===== src/ldcsr_map.svh =====
// register offsets, field positions, reset values and timing counts of the control block
`ifndef LDCSR_MAP_SVH
`define LDCSR_MAP_SVH
`define LDCSR_ADDR_SHDN 8'h09
`define LDCSR_ADDR_WDOG 8'h0A
`define LDCSR_ADDR_CSYNC 8'h0B
`define LDCSR_ADDR_ICAUSE 8'h0E
`define LDCSR_RST_SHDN 8'h02
`define LDCSR_RST_WDOG 8'hFF
`define LDCSR_RST_CSYNC 8'h00
`define LDCSR_RST_ICAUSE 8'h20
`define LDCSR_BIT_SHDN 0
`define LDCSR_BIT_INIT 1
`define LDCSR_BIT_MANTEST 2
`define LDCSR_BIT_AUTOTEST 3
`define LDCSR_BIT_TESTALL 4
`define LDCSR_BIT_MONITOR 0
`define LDCSR_BIT_SYNCIN 0
`define LDCSR_BIT_SYNCOUT 1
`define LDCSR_BIT_FRAME 7
`define LDCSR_BIT_DEADLOCK 6
`define LDCSR_BIT_POR 5
`define LDCSR_BIT_OVERTEMP 4
`define LDCSR_BIT_LOWVDD 3
`define LDCSR_BIT_OPEN 2
`define LDCSR_BIT_SHORT 1
`define LDCSR_BIT_MOVIE 0
`define LDCSR_CLK_HZ 20000000
`define LDCSR_CLK_PERIOD_NS 50
`define LDCSR_WD_UNIT_NS 256000
`define LDCSR_WD_TICK_CYCLES (`LDCSR_WD_UNIT_NS / `LDCSR_CLK_PERIOD_NS)
`define LDCSR_F_1M 1000000
`define LDCSR_F_500K 500000
`define LDCSR_F_125K 125000
`define LDCSR_F_32K 32000
`define LDCSR_HALF(f) (`LDCSR_CLK_HZ / (2 * (f)))
`endif


===== src/ldcsr_pkg.sv =====
// types shared by the led driver control and status registers
`default_nettype none
package ldcsr_pkg;
  typedef enum logic [1:0] {CLK_1M, CLK_500K, CLK_125K, CLK_32K} ldcsr_clksel_t;
  typedef struct packed {
    logic frameShown;
    logic overTemp;
    logic lowVdd;
    logic openErr;
    logic shortErr;
    logic movieDone;
  } ldcsr_events_t;
  typedef struct packed {
    logic testAll;
    logic autoTest;
    logic manualTest;
    logic run;
    logic shutdown;
  } ldcsr_shdn_t;
endpackage
`default_nettype wire


===== src/ldcsr_regs.sv =====
// control and status registers of the led matrix driver
//
// Overview of operation
// - shutdown bit kills outputs, halts state machine
// - writing init zero reinitialises control logic
// - manual test starts on shutdown register write
// - auto test starts on picture/movie start
// - test-all bit sets open/short test coverage
// - test covers scan-limit segments only
// - monitored bus deadlock resets serial interface
// - timeout equals code plus one times 256us
// - clock select picks sync pin frequency
// - sync out drives selected clock on pin
// - sync in disables oscillator, uses pin
// - cause read restores default, releases irq
// - cause register resets to 0x20
// - bit 7 flags selected frame displayed
// - bit 6 flags bus watchdog deadlock
// - bit 4 flags overtemperature
// - bit 3 flags supply too low
// - bit 2 open error, bit 1 short
// - bit 0 flags movie finished
// - mask enables each cause onto irq
`include "ldcsr_map.svh"
`default_nettype none
module ldcsr_regs #(
  parameter int WD_TICK_CYCLES = `LDCSR_WD_TICK_CYCLES
) (
  // clock and reset
  input wire logic clk,
  input wire logic rst,
  // register port from the serial interface
  input wire logic regWr,
  input wire logic regRd,
  input wire logic [7:0] regAddr,
  input wire logic [7:0] regWdata,
  output logic [7:0] regRdata,
  // display core
  input wire logic [3:0] scanLimit,
  input wire logic showPicSet,
  input wire logic showMovieSet,
  input wire ldcsr_pkg::ldcsr_events_t events,
  input wire logic [7:0] irqMask,
  output logic ledOutEnable,
  output logic fsmRun,
  output logic fsmReinit,
  output logic testStart,
  output logic testAll,
  output logic [3:0] testSegments,
  // serial bus pins and interface reset
  input wire logic sclIn,
  input wire logic sdaIn,
  output logic busReset,
  // clock synchronisation
  output logic oscEnable,
  output logic sysClkFromPin,
  output logic syncPinOut,
  output logic syncPinOe,
  // interrupt request, active high
  output logic irq
);
  logic [7:0] shdnReg_q;
  logic [7:0] wdogReg_q;
  logic [7:0] csyncReg_q;
  logic [7:0] cause_q;
  logic porIrq_q;
  ldcsr_pkg::ldcsr_shdn_t shdn;
  logic wrShdn, wrWdog, wrCsync, rdCause;
  logic [7:0] causeSet;
  logic deadlock;

  function automatic logic hit(input logic [7:0] a, input logic [7:0] b);
    hit = (a == b);
  endfunction

  assign wrShdn = regWr && hit(regAddr, `LDCSR_ADDR_SHDN);
  assign wrWdog = regWr && hit(regAddr, `LDCSR_ADDR_WDOG);
  assign wrCsync = regWr && hit(regAddr, `LDCSR_ADDR_CSYNC);
  assign rdCause = regRd && hit(regAddr, `LDCSR_ADDR_ICAUSE);
  assign shdn = ldcsr_pkg::ldcsr_shdn_t'(shdnReg_q[4:0]);

  // control registers; reserved bits are not stored
  always_ff @(posedge clk or posedge rst)
  begin
    if (rst)
    begin
      shdnReg_q <= `LDCSR_RST_SHDN;
      wdogReg_q <= `LDCSR_RST_WDOG;
      csyncReg_q <= `LDCSR_RST_CSYNC;
    end
    else
    begin
      if (wrShdn)
        shdnReg_q <= {3'h0, regWdata[4:0]};
      if (wrWdog)
        wdogReg_q <= regWdata;
      if (wrCsync)
        csyncReg_q <= {4'h0, regWdata[3:0]};
    end
  end

  // read data; unmapped offsets answer zero
  always_ff @(posedge clk or posedge rst)
  begin
    if (rst)
      regRdata <= 8'h00;
    else if (regRd)
    begin
      if (hit(regAddr, `LDCSR_ADDR_SHDN))
        regRdata <= shdnReg_q;
      else if (hit(regAddr, `LDCSR_ADDR_WDOG))
        regRdata <= wdogReg_q;
      else if (hit(regAddr, `LDCSR_ADDR_CSYNC))
        regRdata <= csyncReg_q;
      else if (hit(regAddr, `LDCSR_ADDR_ICAUSE))
        regRdata <= cause_q;
      else
        regRdata <= 8'h00;
    end
  end

  assign ledOutEnable = !shdn.shutdown;
  assign fsmRun = shdn.run && !shdn.shutdown;

  // init written low restarts the core; the bit stays low until software sets it again
  always_ff @(posedge clk or posedge rst)
  begin
    if (rst)
      fsmReinit <= 1'b0;
    else
      fsmReinit <= wrShdn && !regWdata[`LDCSR_BIT_INIT];
  end

  // test start: manual on the register update, automatic on display start
  always_ff @(posedge clk or posedge rst)
  begin
    if (rst)
      testStart <= 1'b0;
    else
      testStart <= (wrShdn && regWdata[`LDCSR_BIT_MANTEST])
        || (shdn.autoTest && (showPicSet || showMovieSet));
  end

  assign testAll = shdn.testAll;
  assign testSegments = scanLimit;

  // bus pins are asynchronous to clk
  logic sclMeta, sclSync, sclPrev, sdaMeta, sdaSync, sdaPrev;
  always_ff @(posedge clk or posedge rst)
  begin
    if (rst)
    begin
      sclMeta <= 1'b1;
      sclSync <= 1'b1;
      sclPrev <= 1'b1;
      sdaMeta <= 1'b1;
      sdaSync <= 1'b1;
      sdaPrev <= 1'b1;
    end
    else
    begin
      sclMeta <= sclIn;
      sclSync <= sclMeta;
      sclPrev <= sclSync;
      sdaMeta <= sdaIn;
      sdaSync <= sdaMeta;
      sdaPrev <= sdaSync;
    end
  end

  // watchdog: a 256us tick base, then code+1 ticks with data low and no edge
  logic busActivity, wdArmed;
  logic [15:0] tickCnt_q;
  logic [7:0] unitCnt_q;
  logic [7:0] wdLimit;
  assign busActivity = (sclSync != sclPrev) || (sdaSync != sdaPrev);
  assign wdArmed = wdogReg_q[`LDCSR_BIT_MONITOR] && !sdaSync && !busActivity;
  assign wdLimit = {1'b0, wdogReg_q[7:1]} + 8'h01;
  assign deadlock = wdArmed && (tickCnt_q == 16'(WD_TICK_CYCLES - 1))
    && (unitCnt_q == wdLimit - 8'h01);

  always_ff @(posedge clk or posedge rst)
  begin
    if (rst)
    begin
      tickCnt_q <= 16'h0000;
      unitCnt_q <= 8'h00;
    end
    else if (!wdArmed || deadlock)
    begin
      tickCnt_q <= 16'h0000;
      unitCnt_q <= 8'h00;
    end
    else if (tickCnt_q == 16'(WD_TICK_CYCLES - 1))
    begin
      tickCnt_q <= 16'h0000;
      unitCnt_q <= unitCnt_q + 8'h01;
    end
    else
      tickCnt_q <= tickCnt_q + 16'h0001;
  end

  always_ff @(posedge clk or posedge rst)
  begin
    if (rst)
      busReset <= 1'b0;
    else
      busReset <= deadlock;
  end

  // sync pin: sync in wins if software sets both, so the pin is never driven as a clock input
  assign sysClkFromPin = csyncReg_q[`LDCSR_BIT_SYNCIN];
  assign oscEnable = !csyncReg_q[`LDCSR_BIT_SYNCIN];
  assign syncPinOe = csyncReg_q[`LDCSR_BIT_SYNCOUT] && !csyncReg_q[`LDCSR_BIT_SYNCIN];

  logic [8:0] divCnt_q;
  logic [8:0] divHalf;
  always_comb
  begin
    case (ldcsr_pkg::ldcsr_clksel_t'(csyncReg_q[3:2]))
      ldcsr_pkg::CLK_1M: divHalf = 9'(`LDCSR_HALF(`LDCSR_F_1M));
      ldcsr_pkg::CLK_500K: divHalf = 9'(`LDCSR_HALF(`LDCSR_F_500K));
      ldcsr_pkg::CLK_125K: divHalf = 9'(`LDCSR_HALF(`LDCSR_F_125K));
      default: divHalf = 9'(`LDCSR_HALF(`LDCSR_F_32K)); // 32kHz rounds to 312 cycles
    endcase
  end

  always_ff @(posedge clk or posedge rst)
  begin
    if (rst)
    begin
      divCnt_q <= 9'h000;
      syncPinOut <= 1'b0;
    end
    else if (!syncPinOe)
    begin
      divCnt_q <= 9'h000;
      syncPinOut <= 1'b0;
    end
    else if (divCnt_q >= divHalf - 9'h001)
    begin
      divCnt_q <= 9'h000;
      syncPinOut <= !syncPinOut;
    end
    else
      divCnt_q <= divCnt_q + 9'h001;
  end

  // interrupt cause: set wins over the read clear
  always_comb
  begin
    causeSet = 8'h00;
    causeSet[`LDCSR_BIT_FRAME] = events.frameShown;
    causeSet[`LDCSR_BIT_DEADLOCK] = deadlock;
    causeSet[`LDCSR_BIT_OVERTEMP] = events.overTemp;
    causeSet[`LDCSR_BIT_LOWVDD] = events.lowVdd;
    causeSet[`LDCSR_BIT_OPEN] = events.openErr;
    causeSet[`LDCSR_BIT_SHORT] = events.shortErr;
    causeSet[`LDCSR_BIT_MOVIE] = events.movieDone;
  end

  always_ff @(posedge clk or posedge rst)
  begin
    if (rst)
      cause_q <= `LDCSR_RST_ICAUSE;
    else if (rdCause)
      cause_q <= `LDCSR_RST_ICAUSE | causeSet;
    else
      cause_q <= cause_q | causeSet;
  end

  // the restored power-on bit after a read must not raise irq again
  always_ff @(posedge clk or posedge rst)
  begin
    if (rst)
      porIrq_q <= 1'b1;
    else if (rdCause)
      porIrq_q <= 1'b0;
  end

  logic [7:0] causeLive;
  always_comb
  begin
    causeLive = cause_q;
    causeLive[`LDCSR_BIT_POR] = cause_q[`LDCSR_BIT_POR] && porIrq_q;
  end
  assign irq = |(causeLive & irqMask);
endmodule
`default_nettype wire


===== config.mk =====
export PLATFORM = sky130hd
export DESIGN_NAME = ldcsr_regs
export DESIGN_NICKNAME = d
export VERILOG_FILES = /design/src/ldcsr_pkg.sv /design/src/ldcsr_regs.sv
export VERILOG_INCLUDE_DIRS = /design/src
export SDC_FILE = /design/constraint.sdc
export NUM_CORES = 1
export LEC_CHECK = 0
export BUFFER_PORTS_ARGS = -buffer_cell sky130_fd_sc_hd__buf_4
export CORE_AREA = 2 2 101 83
export CTS_CLUSTER_DIAMETER = 120
export DETAILED_ROUTE_END_ITERATION = 12
export DIE_AREA = 0 0 103 85
export PLACE_DENSITY = 0.75
export SYNTH_ARGS = -nofsm -noshare
export SYNTH_HDL_FRONTEND = slang
export SYNTH_SLANG_ARGS = --single-unit

===== constraint.sdc =====
create_clock -name clk -period 2.4 [get_ports clk]
set_clock_uncertainty 0.2 [all_clocks]
set_input_delay 0.48 -clock clk [delete_from_list [all_inputs] [get_ports clk]]
set_output_delay 0.48 -clock clk [all_outputs]
set_load 0.05 [all_outputs]

==> results of run 1 <==
==> routing by layer <==
layer / wire [um] / GRT usage (%) / part of all wire [%] / up-vias
li1: - / - / - / 1426
met1: 3977 / 30.61 / 47 / 1449
met2: 4066 / 33.47 / 48 / 64
met3: 387 / 6.260 / 4.5 / 15
met4: 120 / 5.263 / 1.4 / 0
met5: 0 / 0 / 0 / -
==> cells by family after synthesis <==
family	Yosys count	synth area share, %
muxes	16	4.553
buffers and inverters	34	3.935
DFF	77	50.63
adders and majority gates	18	5.854
and+or+nand+nor	132	17.89
xor gates and xnor gates	32	7.285
AOI/OAI and AO/OA	55	9.854
==> report_power, final <==
group / leakage, nW / internal [mW] / total (mW) / switching [mW]
Combinational: 1.17 / 0.130 / 0.279 / 0.149
Clock: 0.110 / 0.591 / 1.09 / 0.504
Sequential: 0.958 / 1.33 / 1.35 / 0.0211
==> cells in the mapped netlist (all sizes together) (2+ instances only) <==
library cell and count:
o22ai 6, a221oi 2, and4 2, inv 21
nor3 5, nand2 22, a211oi 3, dfstp 17
nor2 31, nor4 3, and3 5, o2111ai 3
nand2b 12, o211ai 3, a22oi 3, a21oi 7
clkbuf 7, o21ai 16, nor2b 7, a21o 7
xnor2 8, and2 5, nand3 23, nand4 11
buf 6, mux2i 4, dfrtp 60, mux2 12
xor2 24, ha 18
==> per-stage QoR <==
stage               total power [mW]  utilization [%]  setup TNS, ns
floorplan                      1.527                -              0
global placement               1.626            57.86        -0.2504
detailed placement             1.633            57.86         -1.007
CTS                            2.758            61.86     -0.0006264
global route                   2.849            62.54         -1.454
finish                         2.729            62.54        -0.4378
==> final cells by class <==
type	instances	area, um^2	share of cell area (%)
Timing Repair Buffer	81	640.6	13.19
Clock buffer	9	123.9	2.551
Inverter	21	82.58	1.701
Clock inverter	7	98.84	2.036
Multi-Input combinational cell	253	1827	37.62
Sequential cell	77	1948	40.12
Tap cell	108	135.1	2.783
==> state kept, by name, summed over array words and instances, names as in the netlist, 4 cells and up <==
name and count:
shdnReg_q 5, wdogReg_q 8, unitCnt_q 8, csyncReg_q 4
cause_q 8, divCnt_q 9, regRdata 8, tickCnt_q 16
==> critical path: stages, from the launching register on <==
cell and delay (ns):
dfrtp_1 0.40, buf_4 0.16, ha_4 0.15, xor2_1 0.16, ha_1 0.32, a211oi_2 0.18
o211ai_1 0.12, a221oi_2 0.35, nand2_2 0.21, nor2_1 0.13
==> repair_timing <==
action                                  CTS  global route
gates resized for setup                  11             8
buffers inserted                          4             1
endpoints found under the hold margin    19             2
hold buffers                              1             2
pin swaps                                10             8
endpoints found under the setup margin    9            18
cloned                                    0             0
==> path summary, 6_finish.rpt <==
check / start / endpoint / cells past startpoint
worst max-delay path: csyncReg_q[3] / divCnt_q[2] / 9
worst min-delay path: events[1] / cause_q[1] / 2
worst max register to register: csyncReg_q[3] / divCnt_q[2] / 9
worst min register to register: sdaMeta / sdaSync / 0
max in group asynchronous: rst / porIrq_q / 4
min in group asynchronous: rst / unitCnt_q[3] / 3
==> flow_results.xml, run 1 <==
<?xml version="1.0" encoding="UTF-8"?>
<metrics>
  <group name="final_layout">
    <metric name="layout-area-overhead-vs-synth" unit="%">26.21</metric>
    <metric name="layout.cells.most_common" unit="">buf_4</metric>
    <metric name="stdcell_area" unit="um^2">4856</metric>
    <metric name="final_net_count" unit="">503</metric>
    <metric name="drive_above_1_share" unit="%">31.47</metric>
    <metric name="nFillCells" unit="">646</metric>
    <metric name="n_antenna_cell" unit="">0</metric>
    <metric name="most_frequent_cells_in_the_layout" unit="">buf_4 (76), dfrtp_1 (60), nor2_1 (28)</metric>
    <metric name="stdcell_count" unit="">556</metric>
  </group>
  <group name="cts">
    <metric name="htree_num_levels" unit="">3</metric>
    <metric name="path_clk_slew" unit="ns">0.08</metric>
    <metric name="cts_tree" unit="">yes</metric>
    <metric name="numCtsBuffers" unit="">9</metric>
    <metric name="cts-root-to-sink-buffers" unit="">2</metric>
    <metric name="clk-insertion-delay-late" unit="ns">0.35</metric>
    <metric name="clock_sink_count" unit="">77</metric>
    <metric name="cts_root_buffer" unit="">clkbuf_8</metric>
  </group>
  <group name="run_status">
    <metric name="status" unit="">finished with violations</metric>
    <metric name="violated_checks" unit="">negative setup slack</metric>
  </group>
  <group name="logic_synthesis">
    <metric name="postSynth.asyncResetShare" unit="%">100.0</metric>
    <metric name="synth.ff_latch_count" unit="">77</metric>
    <metric name="syn-instance-count" unit="">364</metric>
    <metric name="synth_sequential_area_ratio" unit="%">50.63</metric>
    <metric name="synth-main-ff-cell" unit="">dfrtp_1</metric>
    <metric name="synthTopCellsByArea" unit="">dfrtp_1 (39%), dfstp_2 (12%), ha_1 (5.9%), xor2_1 (5.5%), mux2_2 (3.5%)</metric>
    <metric name="avgSynthCellArea" unit="um^2">10.57</metric>
    <metric name="synth_enable_flop_cells" unit="">0</metric>
    <metric name="ys_warn_count" unit="">0</metric>
    <metric name="post_synth_net_total" unit="">424</metric>
    <metric name="synth.lib_cells_used.distinct" unit="">45</metric>
    <metric name="netlist.area_leader.share" unit="%">39.02</metric>
    <metric name="synthesis.area" unit="um^2">3847</metric>
    <metric name="synth_largest_area_cell" unit="">dfrtp_1</metric>
  </group>
  <group name="floorplan">
    <metric name="die_w" unit="um">103</metric>
    <metric name="core_area" unit="um^2">7765</metric>
    <metric name="initial_utilization" unit="%">49.55</metric>
    <metric name="floorplan.rows" unit="">29</metric>
    <metric name="die_area" unit="um^2">8755</metric>
    <metric name="num_io_pins" unit="">65</metric>
    <metric name="die_y" unit="um">85</metric>
  </group>
  <group name="worst_hold_path">
    <metric name="worst_hold_check_path_type" unit="">in2reg</metric>
  </group>
  <group name="sta">
    <metric name="holdWs" unit="ns">0.1145</metric>
    <metric name="post-route-min-period" unit="ns">2.458</metric>
    <metric name="finalMaxSlewViolations" unit="">0</metric>
    <metric name="worst_slew_margin_relative_to_its_limit" unit="%">63.01</metric>
    <metric name="worstMarginPinSlew" unit="ns">0.5536</metric>
    <metric name="final_critical_path_setup_slack" unit="ns">-0.05809</metric>
    <metric name="final_hold_viol_count" unit="">0</metric>
    <metric name="finalCritPeriodShare" unit="%">102.4</metric>
    <metric name="setup-violations-final" unit="">9</metric>
    <metric name="timing.fmax" unit="MHz">406.8</metric>
    <metric name="rsz0062_at_grt" unit="">true</metric>
  </group>
  <group name="place">
    <metric name="gp_congestion" unit="">0.8540</metric>
    <metric name="io_buffer_count" unit="">56</metric>
    <metric name="detailed_place.area" unit="um^2">4493</metric>
    <metric name="hpwlAfterDp" unit="mm">6.260</metric>
    <metric name="pre_cts_ws" unit="ns">-0.1418</metric>
    <metric name="place.detailed.instances" unit="">532</metric>
  </group>
  <group name="pwr">
    <metric name="power_density" unit="nW/um^2">561.9</metric>
    <metric name="vdd.ir_drop.worst" unit="mV">0.3410</metric>
    <metric name="leakage" unit="nW">2.239</metric>
  </group>
  <group name="detailed_routing">
    <metric name="dr.pass1.iters" unit="">4</metric>
    <metric name="num_vias" unit="">2954</metric>
    <metric name="drt-vias-per-instance" unit="">5.313</metric>
    <metric name="first_iteration_detailed_routing_drc_count" unit="">95</metric>
    <metric name="routedWlPerCell" unit="um">15.38</metric>
    <metric name="drtAntennaViolNets" unit="">0</metric>
    <metric name="drt_drc_violations_left" unit="">0</metric>
    <metric name="totalWireLength" unit="mm">8.552</metric>
  </group>
  <group name="critical_path">
    <metric name="critPathCaptureType" unit="">flip-flop</metric>
    <metric name="crit_path_start_kind" unit="">flip-flop</metric>
    <metric name="ff2ff_setup_slack" unit="ns">-0.06</metric>
    <metric name="crit_required" unit="ns">2.48</metric>
    <metric name="worst-setup-path-type" unit="">reg2reg</metric>
    <metric name="crit_path_max_fanout" unit="">8</metric>
    <metric name="worst_ep_arrival_time" unit="ns">2.54</metric>
  </group>
  <group name="global_routing">
    <metric name="global_route_wire_length_before_repair" unit="mm">14.53</metric>
    <metric name="track_usage" unit="%">21.75</metric>
    <metric name="initial_antenna_violation_count" unit="">0</metric>
    <metric name="largest_net_degree_at_the_start_of_global_routing" unit="">29</metric>
    <metric name="grt_pass1_vias" unit="">2916</metric>
    <metric name="grt-ovfl-total" unit="">0</metric>
  </group>
  <group name="flow_run">
    <metric name="max_cap_viol_count" unit="">0</metric>
  </group>
</metrics>
(Power assumes the default switching activity.)
==> run 2, diff against run 1 <==
--- a/config.mk
+++ b/config.mk
@@ -12,6 +12,7 @@
 export DETAILED_ROUTE_END_ITERATION = 12
 export DIE_AREA = 0 0 103 85
 export PLACE_DENSITY = 0.75
+export REMOVE_ABC_BUFFERS = 1
 export SYNTH_ARGS = -nofsm -noshare
 export SYNTH_HDL_FRONTEND = slang
 export SYNTH_SLANG_ARGS = --single-unit
==> constraint.sdc (replaced) <==
create_clock -name clk -period 2.4 [get_ports clk]
set_clock_uncertainty 0.2 [all_clocks]
set_input_delay 0.24 -clock clk [delete_from_list [all_inputs] [get_ports clk]]
set_output_delay 0.24 -clock clk [all_outputs]
set_load 0.05 [all_outputs]
==> flow_results.xml, run 2 (same netlist as run 1, synthesis figures left out) <==
<?xml version="1.0" encoding="UTF-8"?>
<metrics>
  <group name="place">
    <metric name="hpwlAfterDp" unit="mm">6.205</metric>
    <metric name="place.detailed.instances" unit="">533</metric>
    <metric name="pre_cts_ws" unit="ns">-0.1947</metric>
    <metric name="gp_congestion" unit="">0.8686</metric>
    <metric name="io_buffer_count" unit="">56</metric>
  </group>
  <group name="final_layout">
    <metric name="stdcell_count" unit="">580</metric>
    <metric name="drive_above_1_share" unit="%">32.42</metric>
    <metric name="number_of_flip_flops_under_the_largest_register_name" unit="">16</metric>
    <metric name="layout.cells.most_common" unit="">buf_4</metric>
    <metric name="final_net_count" unit="">527</metric>
    <metric name="layout-area-overhead-vs-synth" unit="%">33.40</metric>
    <metric name="max_flop_register" unit="">tickCnt_q</metric>
    <metric name="top_regs" unit="">tickCnt_q x16, divCnt_q x9</metric>
    <metric name="n_antenna_cell" unit="">0</metric>
    <metric name="most_frequent_cells_in_the_layout" unit="">buf_4 (81), dfrtp_1 (59), nor2_1 (25)</metric>
  </group>
  <group name="sta">
    <metric name="finalMaxSlewViolations" unit="">0</metric>
    <metric name="worst_slew_margin_relative_to_its_limit" unit="%">64.36</metric>
    <metric name="post-route-min-period" unit="ns">2.484</metric>
    <metric name="final_hold_viol_count" unit="">0</metric>
    <metric name="setup-violations-final" unit="">10</metric>
    <metric name="timing.fmax" unit="MHz">402.6</metric>
    <metric name="rsz0062_at_grt" unit="">true</metric>
    <metric name="finalCritPeriodShare" unit="%">103.5</metric>
    <metric name="worstMarginPinSlew" unit="ns">0.5297</metric>
    <metric name="final_critical_path_setup_slack" unit="ns">-0.08403</metric>
  </group>
  <group name="cts">
    <metric name="clk-insertion-delay-late" unit="ns">0.35</metric>
    <metric name="numCtsBuffers" unit="">9</metric>
    <metric name="path_clk_slew" unit="ns">0.08</metric>
    <metric name="clock_sink_count" unit="">77</metric>
    <metric name="htree_num_levels" unit="">3</metric>
    <metric name="cts_root_buffer" unit="">clkbuf_8</metric>
    <metric name="cts-root-to-sink-buffers" unit="">2</metric>
    <metric name="cts_tree" unit="">yes</metric>
  </group>
  <group name="global_routing">
    <metric name="grt_pass1_vias" unit="">3130</metric>
    <metric name="grt-ovfl-total" unit="">0</metric>
    <metric name="initial_antenna_violation_count" unit="">0</metric>
    <metric name="track_usage" unit="%">22.12</metric>
    <metric name="largest_net_degree_at_the_start_of_global_routing" unit="">52</metric>
    <metric name="global_route_wire_length_before_repair" unit="mm">14.99</metric>
  </group>
  <group name="pwr">
    <metric name="vdd.ir_drop.worst" unit="mV">0.5062</metric>
    <metric name="power_density" unit="nW/um^2">544.5</metric>
    <metric name="leakage" unit="nW">2.353</metric>
  </group>
  <group name="floorplan">
    <metric name="die_area" unit="um^2">8755</metric>
    <metric name="core_area" unit="um^2">7765</metric>
    <metric name="floorplan.rows" unit="">29</metric>
    <metric name="die_y" unit="um">85</metric>
    <metric name="num_io_pins" unit="">65</metric>
    <metric name="die_w" unit="um">103</metric>
    <metric name="initial_utilization" unit="%">49.55</metric>
  </group>
  <group name="detailed_routing">
    <metric name="totalWireLength" unit="mm">8.971</metric>
    <metric name="drt-vias-per-instance" unit="">5.219</metric>
    <metric name="dr.pass1.iters" unit="">4</metric>
    <metric name="first_iteration_detailed_routing_drc_count" unit="">123</metric>
    <metric name="routedWlPerCell" unit="um">15.47</metric>
    <metric name="drtAntennaViolNets" unit="">0</metric>
    <metric name="num_vias" unit="">3027</metric>
    <metric name="drt_drc_violations_left" unit="">0</metric>
  </group>
  <group name="critical_path">
    <metric name="worst-setup-path-type" unit="">reg2reg</metric>
    <metric name="crit_required" unit="ns">2.44</metric>
    <metric name="critPathCaptureType" unit="">flip-flop</metric>
    <metric name="worst_ep_arrival_time" unit="ns">2.53</metric>
    <metric name="crit_path_max_fanout" unit="">3</metric>
    <metric name="crit_path_start_kind" unit="">flip-flop</metric>
  </group>
  <group name="run_status">
    <metric name="violated_checks" unit="">negative setup slack</metric>
    <metric name="status" unit="">finished with violations</metric>
  </group>
  <group name="flow_run">
    <metric name="max_cap_viol_count" unit="">0</metric>
  </group>
  <group name="worst_hold_path">
    <metric name="worst_hold_check_path_type" unit="">in2reg</metric>
  </group>
</metrics>
run 2: repair_timing:
item,in CTS,in global routing
pin swaps,11,12
endpoints found under the setup margin,9,12
setup buffers,5,4
endpoints found under the hold margin,94,0
gates cloned,0,0
resized for setup,21,11
hold buffers,22,0
run 2: path summary, 6_finish.rpt:
path                                from      endpoint  slack [ns]  depth (start not counted)
max                        csyncReg_q[3]    syncPinOut       -0.08                         12
min                           regAddr[1]   regRdata[1]        0.02                          3
max reg2reg                csyncReg_q[3]    syncPinOut       -0.08                         12
min reg2reg                      sclMeta       sclSync        0.16                          0
max in group asynchronous            rst   divCnt_q[1]        1.39                          4
min in group asynchronous            rst  unitCnt_q[1]        0.31                          4
run 2: per-stage QoR:
| stage | hold slack, ns | area [um^2] | power (mW) | TNS (ns) | utilization, % |
|---|---|---|---|---|---|
| finish | 0.02450 | 5132 | 2.795 | -0.5103 | 66.10 |
| global route | 0.03101 | 5132 | 2.910 | -1.181 | 66.10 |
| CTS | 0.0009077 | 5056 | 2.803 | -0.001235 | 65.11 |
| detailed placement | 0.1224 | 4478 | 1.629 | -1.203 | 57.67 |
| global placement | 0.1242 | 4478 | 1.621 | -0.2740 | 57.67 |
| floorplan | 0.04448 | 3775 | 1.501 | -0.7277 | - |
run 2: worst max-delay path, stage by stage, from the launching register on:
cell and delay [ns]:
dfrtp_1 0.42, buf_6 0.14, buf_4 0.14, ha_4 0.16, nor2_2 0.11, nand4_1 0.12, ha_1 0.32, nand2_1 0.06
a21oi_1 0.06, a221oi_2 0.26, buf_4 0.18, xnor2_1 0.06, and2_1 0.15
run 2: final cells by class:
type                    count  area, um^2
fillers                   590        2633
flip-flops and latches     77        1949
multi-input cells         253        1872
repair buffers            105       859.6
clock buffers              10       137.6
well taps                 108       135.1
clock inverters             6       92.59
inverters                  21       86.33
run 2: power breakdown:
part           switching (mW)  internal [mW]
registers              0.0232           1.33
logic                   0.163          0.162
clock network           0.490          0.622
run 2: layer usage:
metal / up-vias / GRT usage, % / wire, um
li1: 1473 / - / -
met5: - / 0 / 0
met4: 0 / 5.024 / 78
met3: 10 / 5.684 / 375
met2: 74 / 34.95 / 4293
met1: 1470 / 30.93 / 4224
==> run 3, diff against run 2 <==
--- a/config.mk
+++ b/config.mk
@@ -12,6 +12,7 @@
 export DETAILED_ROUTE_END_ITERATION = 12
 export DIE_AREA = 0 0 103 85
 export PLACE_DENSITY = 0.75
+export RECOVER_POWER = 50
 export REMOVE_ABC_BUFFERS = 1
 export SYNTH_ARGS = -nofsm -noshare
 export SYNTH_HDL_FRONTEND = slang
==> flow_results.xml, run 3 (same netlist as run 1, synthesis figures left out) <==
<?xml version="1.0" encoding="UTF-8"?>
<metrics>
  <group name="cts">
    <metric name="numCtsBuffers" unit="">9</metric>
    <metric name="path_clk_slew" unit="ns">0.08</metric>
    <metric name="cts_tree" unit="">yes</metric>
    <metric name="cts-root-to-sink-buffers" unit="">2</metric>
    <metric name="clk-insertion-delay-late" unit="ns">0.35</metric>
    <metric name="clock_sink_count" unit="">77</metric>
    <metric name="htree_num_levels" unit="">3</metric>
    <metric name="cts_root_buffer" unit="">clkbuf_8</metric>
  </group>
  <group name="sta">
    <metric name="setup-violations-final" unit="">10</metric>
    <metric name="post-route-min-period" unit="ns">2.487</metric>
    <metric name="worst_slew_margin_relative_to_its_limit" unit="%">4.472</metric>
    <metric name="finalCritPeriodShare" unit="%">103.6</metric>
    <metric name="final_critical_path_setup_slack" unit="ns">-0.08711</metric>
    <metric name="finalMaxSlewViolations" unit="">0</metric>
    <metric name="final_hold_viol_count" unit="">0</metric>
    <metric name="setup-tns-final" unit="ns">-0.5344</metric>
    <metric name="rsz0062_at_grt" unit="">true</metric>
    <metric name="timing.fmax" unit="MHz">402.1</metric>
    <metric name="worstMarginPinSlew" unit="ns">1.433</metric>
  </group>
  <group name="detailed_routing">
    <metric name="drtAntennaViolNets" unit="">0</metric>
    <metric name="routedWlPerCell" unit="um">15.51</metric>
    <metric name="totalWireLength" unit="mm">8.993</metric>
    <metric name="m1WireLength" unit="mm">4.255</metric>
    <metric name="first_iteration_detailed_routing_drc_count" unit="">135</metric>
    <metric name="met3_length" unit="um">344</metric>
    <metric name="num_vias" unit="">3032</metric>
    <metric name="drt_drc_violations_left" unit="">0</metric>
    <metric name="drt-vias-per-instance" unit="">5.228</metric>
    <metric name="met2_wire_length" unit="mm">4.313</metric>
    <metric name="dr.pass1.iters" unit="">4</metric>
    <metric name="topRoutingLayerUsed" unit="">met4</metric>
  </group>
  <group name="final_layout">
    <metric name="final_net_count" unit="">527</metric>
    <metric name="max_flop_register" unit="">tickCnt_q</metric>
    <metric name="nFillCells" unit="">594</metric>
    <metric name="n_antenna_cell" unit="">0</metric>
    <metric name="most_frequent_cells_in_the_layout" unit="">buf_4 (77), dfrtp_1 (59), nor2_1 (25)</metric>
    <metric name="final_core_utilization" unit="%">65.86</metric>
    <metric name="stdcell_area" unit="um^2">5114</metric>
    <metric name="top_regs" unit="">tickCnt_q x16, divCnt_q x9</metric>
    <metric name="drive_above_1_share" unit="%">31.57</metric>
    <metric name="layout-area-overhead-vs-synth" unit="%">32.91</metric>
    <metric name="number_of_flip_flops_under_the_largest_register_name" unit="">16</metric>
    <metric name="layout.cells.most_common" unit="">buf_4</metric>
  </group>
  <group name="pwr">
    <metric name="power" unit="mW">2.787</metric>
    <metric name="leakage" unit="nW">2.343</metric>
    <metric name="power_density" unit="nW/um^2">545.0</metric>
    <metric name="vdd.ir_drop.worst" unit="mV">0.5029</metric>
  </group>
  <group name="place">
    <metric name="pre_cts_ws" unit="ns">-0.1947</metric>
    <metric name="hpwlAfterDp" unit="mm">6.205</metric>
    <metric name="io_buffer_count" unit="">56</metric>
    <metric name="detailed_place.area" unit="um^2">4478</metric>
    <metric name="gp_congestion" unit="">0.8686</metric>
  </group>
  <group name="critical_path">
    <metric name="worst-setup-path-type" unit="">reg2reg</metric>
    <metric name="worst_ep_arrival_time" unit="ns">2.53</metric>
    <metric name="crit_path_start_kind" unit="">flip-flop</metric>
    <metric name="critPathCaptureType" unit="">flip-flop</metric>
    <metric name="crit_required" unit="ns">2.44</metric>
    <metric name="crit_path_max_fanout" unit="">3</metric>
  </group>
  <group name="worst_hold_path">
    <metric name="worst_hold_check_path_type" unit="">in2reg</metric>
  </group>
  <group name="global_routing">
    <metric name="track_usage" unit="%">22.12</metric>
    <metric name="global_route_wire_length_before_repair" unit="mm">14.99</metric>
    <metric name="grt_pass1_vias" unit="">3130</metric>
    <metric name="grt-ovfl-total" unit="">0</metric>
    <metric name="largest_net_degree_at_the_start_of_global_routing" unit="">52</metric>
    <metric name="initial_antenna_violation_count" unit="">0</metric>
  </group>
  <group name="floorplan">
    <metric name="die_y" unit="um">85</metric>
    <metric name="num_io_pins" unit="">65</metric>
    <metric name="die_w" unit="um">103</metric>
    <metric name="initial_utilization" unit="%">49.55</metric>
    <metric name="core_area" unit="um^2">7765</metric>
    <metric name="floorplan.rows" unit="">29</metric>
    <metric name="die_area" unit="um^2">8755</metric>
  </group>
  <group name="run_status">
    <metric name="status" unit="">finished with violations</metric>
    <metric name="violated_checks" unit="">negative setup slack</metric>
  </group>
  <group name="flow_run">
    <metric name="max_cap_viol_count" unit="">0</metric>
  </group>
</metrics>
[run 3: changes by cell type in the layout (fill, tap and decap cells not counted)]
cell,change
buf_4,-4
clkbuf_4,+3
dfstp_1,+2
dfstp_2,-2
buf_12,-1
clkbuf_1,+1
clkbuf_2,+1
inv_1,+1
inv_2,-1
[run 3: path summary, 6_finish.rpt]
path,startpoint,endpoint,slack (ns),depth (start not counted)
worst max-delay path,csyncReg_q[3],syncPinOut,-0.09,12
worst min-delay path,regAddr[1],regRdata[1],0.02,3
min in group asynchronous,rst,tickCnt_q[7],0.70,4
worst min register to register,sclMeta,sclSync,0.16,0
max in group asynchronous,rst,divCnt_q[1],0.39,4
worst max register to register,csyncReg_q[3],syncPinOut,-0.09,12
[run 3: metal layers]
metal,vias up,GRT usage [%]
met4,0,5.024
met2,72,34.95
li1,1474,-
met3,10,5.684
met1,1476,30.93
met5,-,0
[run 3: cell type report]
type | count | area [um^2] | share of cell area [%]
clock inverters | 6 | 92.59 | 1.811
flip-flops and latches | 77 | 1949 | 38.12
repair buffers | 105 | 840.8 | 16.44
clock buffers | 10 | 137.6 | 2.691
multi-input cells | 253 | 1872 | 36.60
inverters | 21 | 86.33 | 1.688
well taps | 108 | 135.1 | 2.643
[run 3: stage by stage]
stage               std cells  hold WS (ns)
floorplan                 351       0.04448
global placement          533        0.1242
detailed placement        533        0.1224
CTS                       576     0.0009077
global route              580       0.03101
finish                    580       0.02073
[run 3: power breakdown]
group / switching (mW) / total (mW) / internal, mW / leakage, nW
combinational: 0.163 / 0.321 / 0.158 / 1.27
sequential: 0.0232 / 1.36 / 1.33 / 0.957
clock: 0.487 / 1.11 / 0.622 / 0.117
[run 3: timing repair]
| item | CTS | global route |
|---|---|---|
| gates resized for setup | 21 | 11 |
| cloned | 0 | 0 |
| pin swaps | 11 | 12 |
| endpoints found under the setup margin | 9 | 12 |
| setup buffers | 5 | 4 |
| hold buffers | 22 | 0 |
| hold endpoints to repair | 94 | 0 |
[run 3: worst max-delay path, cell delays in order, from the launching register on]
cell and delay (ns):
dfrtp_1 0.42, buf_6 0.14, buf_4 0.14, ha_4 0.16, nor2_2 0.11, nand4_1 0.12, ha_1 0.32, nand2_1 0.06
a21oi_1 0.06, a221oi_2 0.26, buf_4 0.18, xnor2_1 0.06, and2_1 0.15
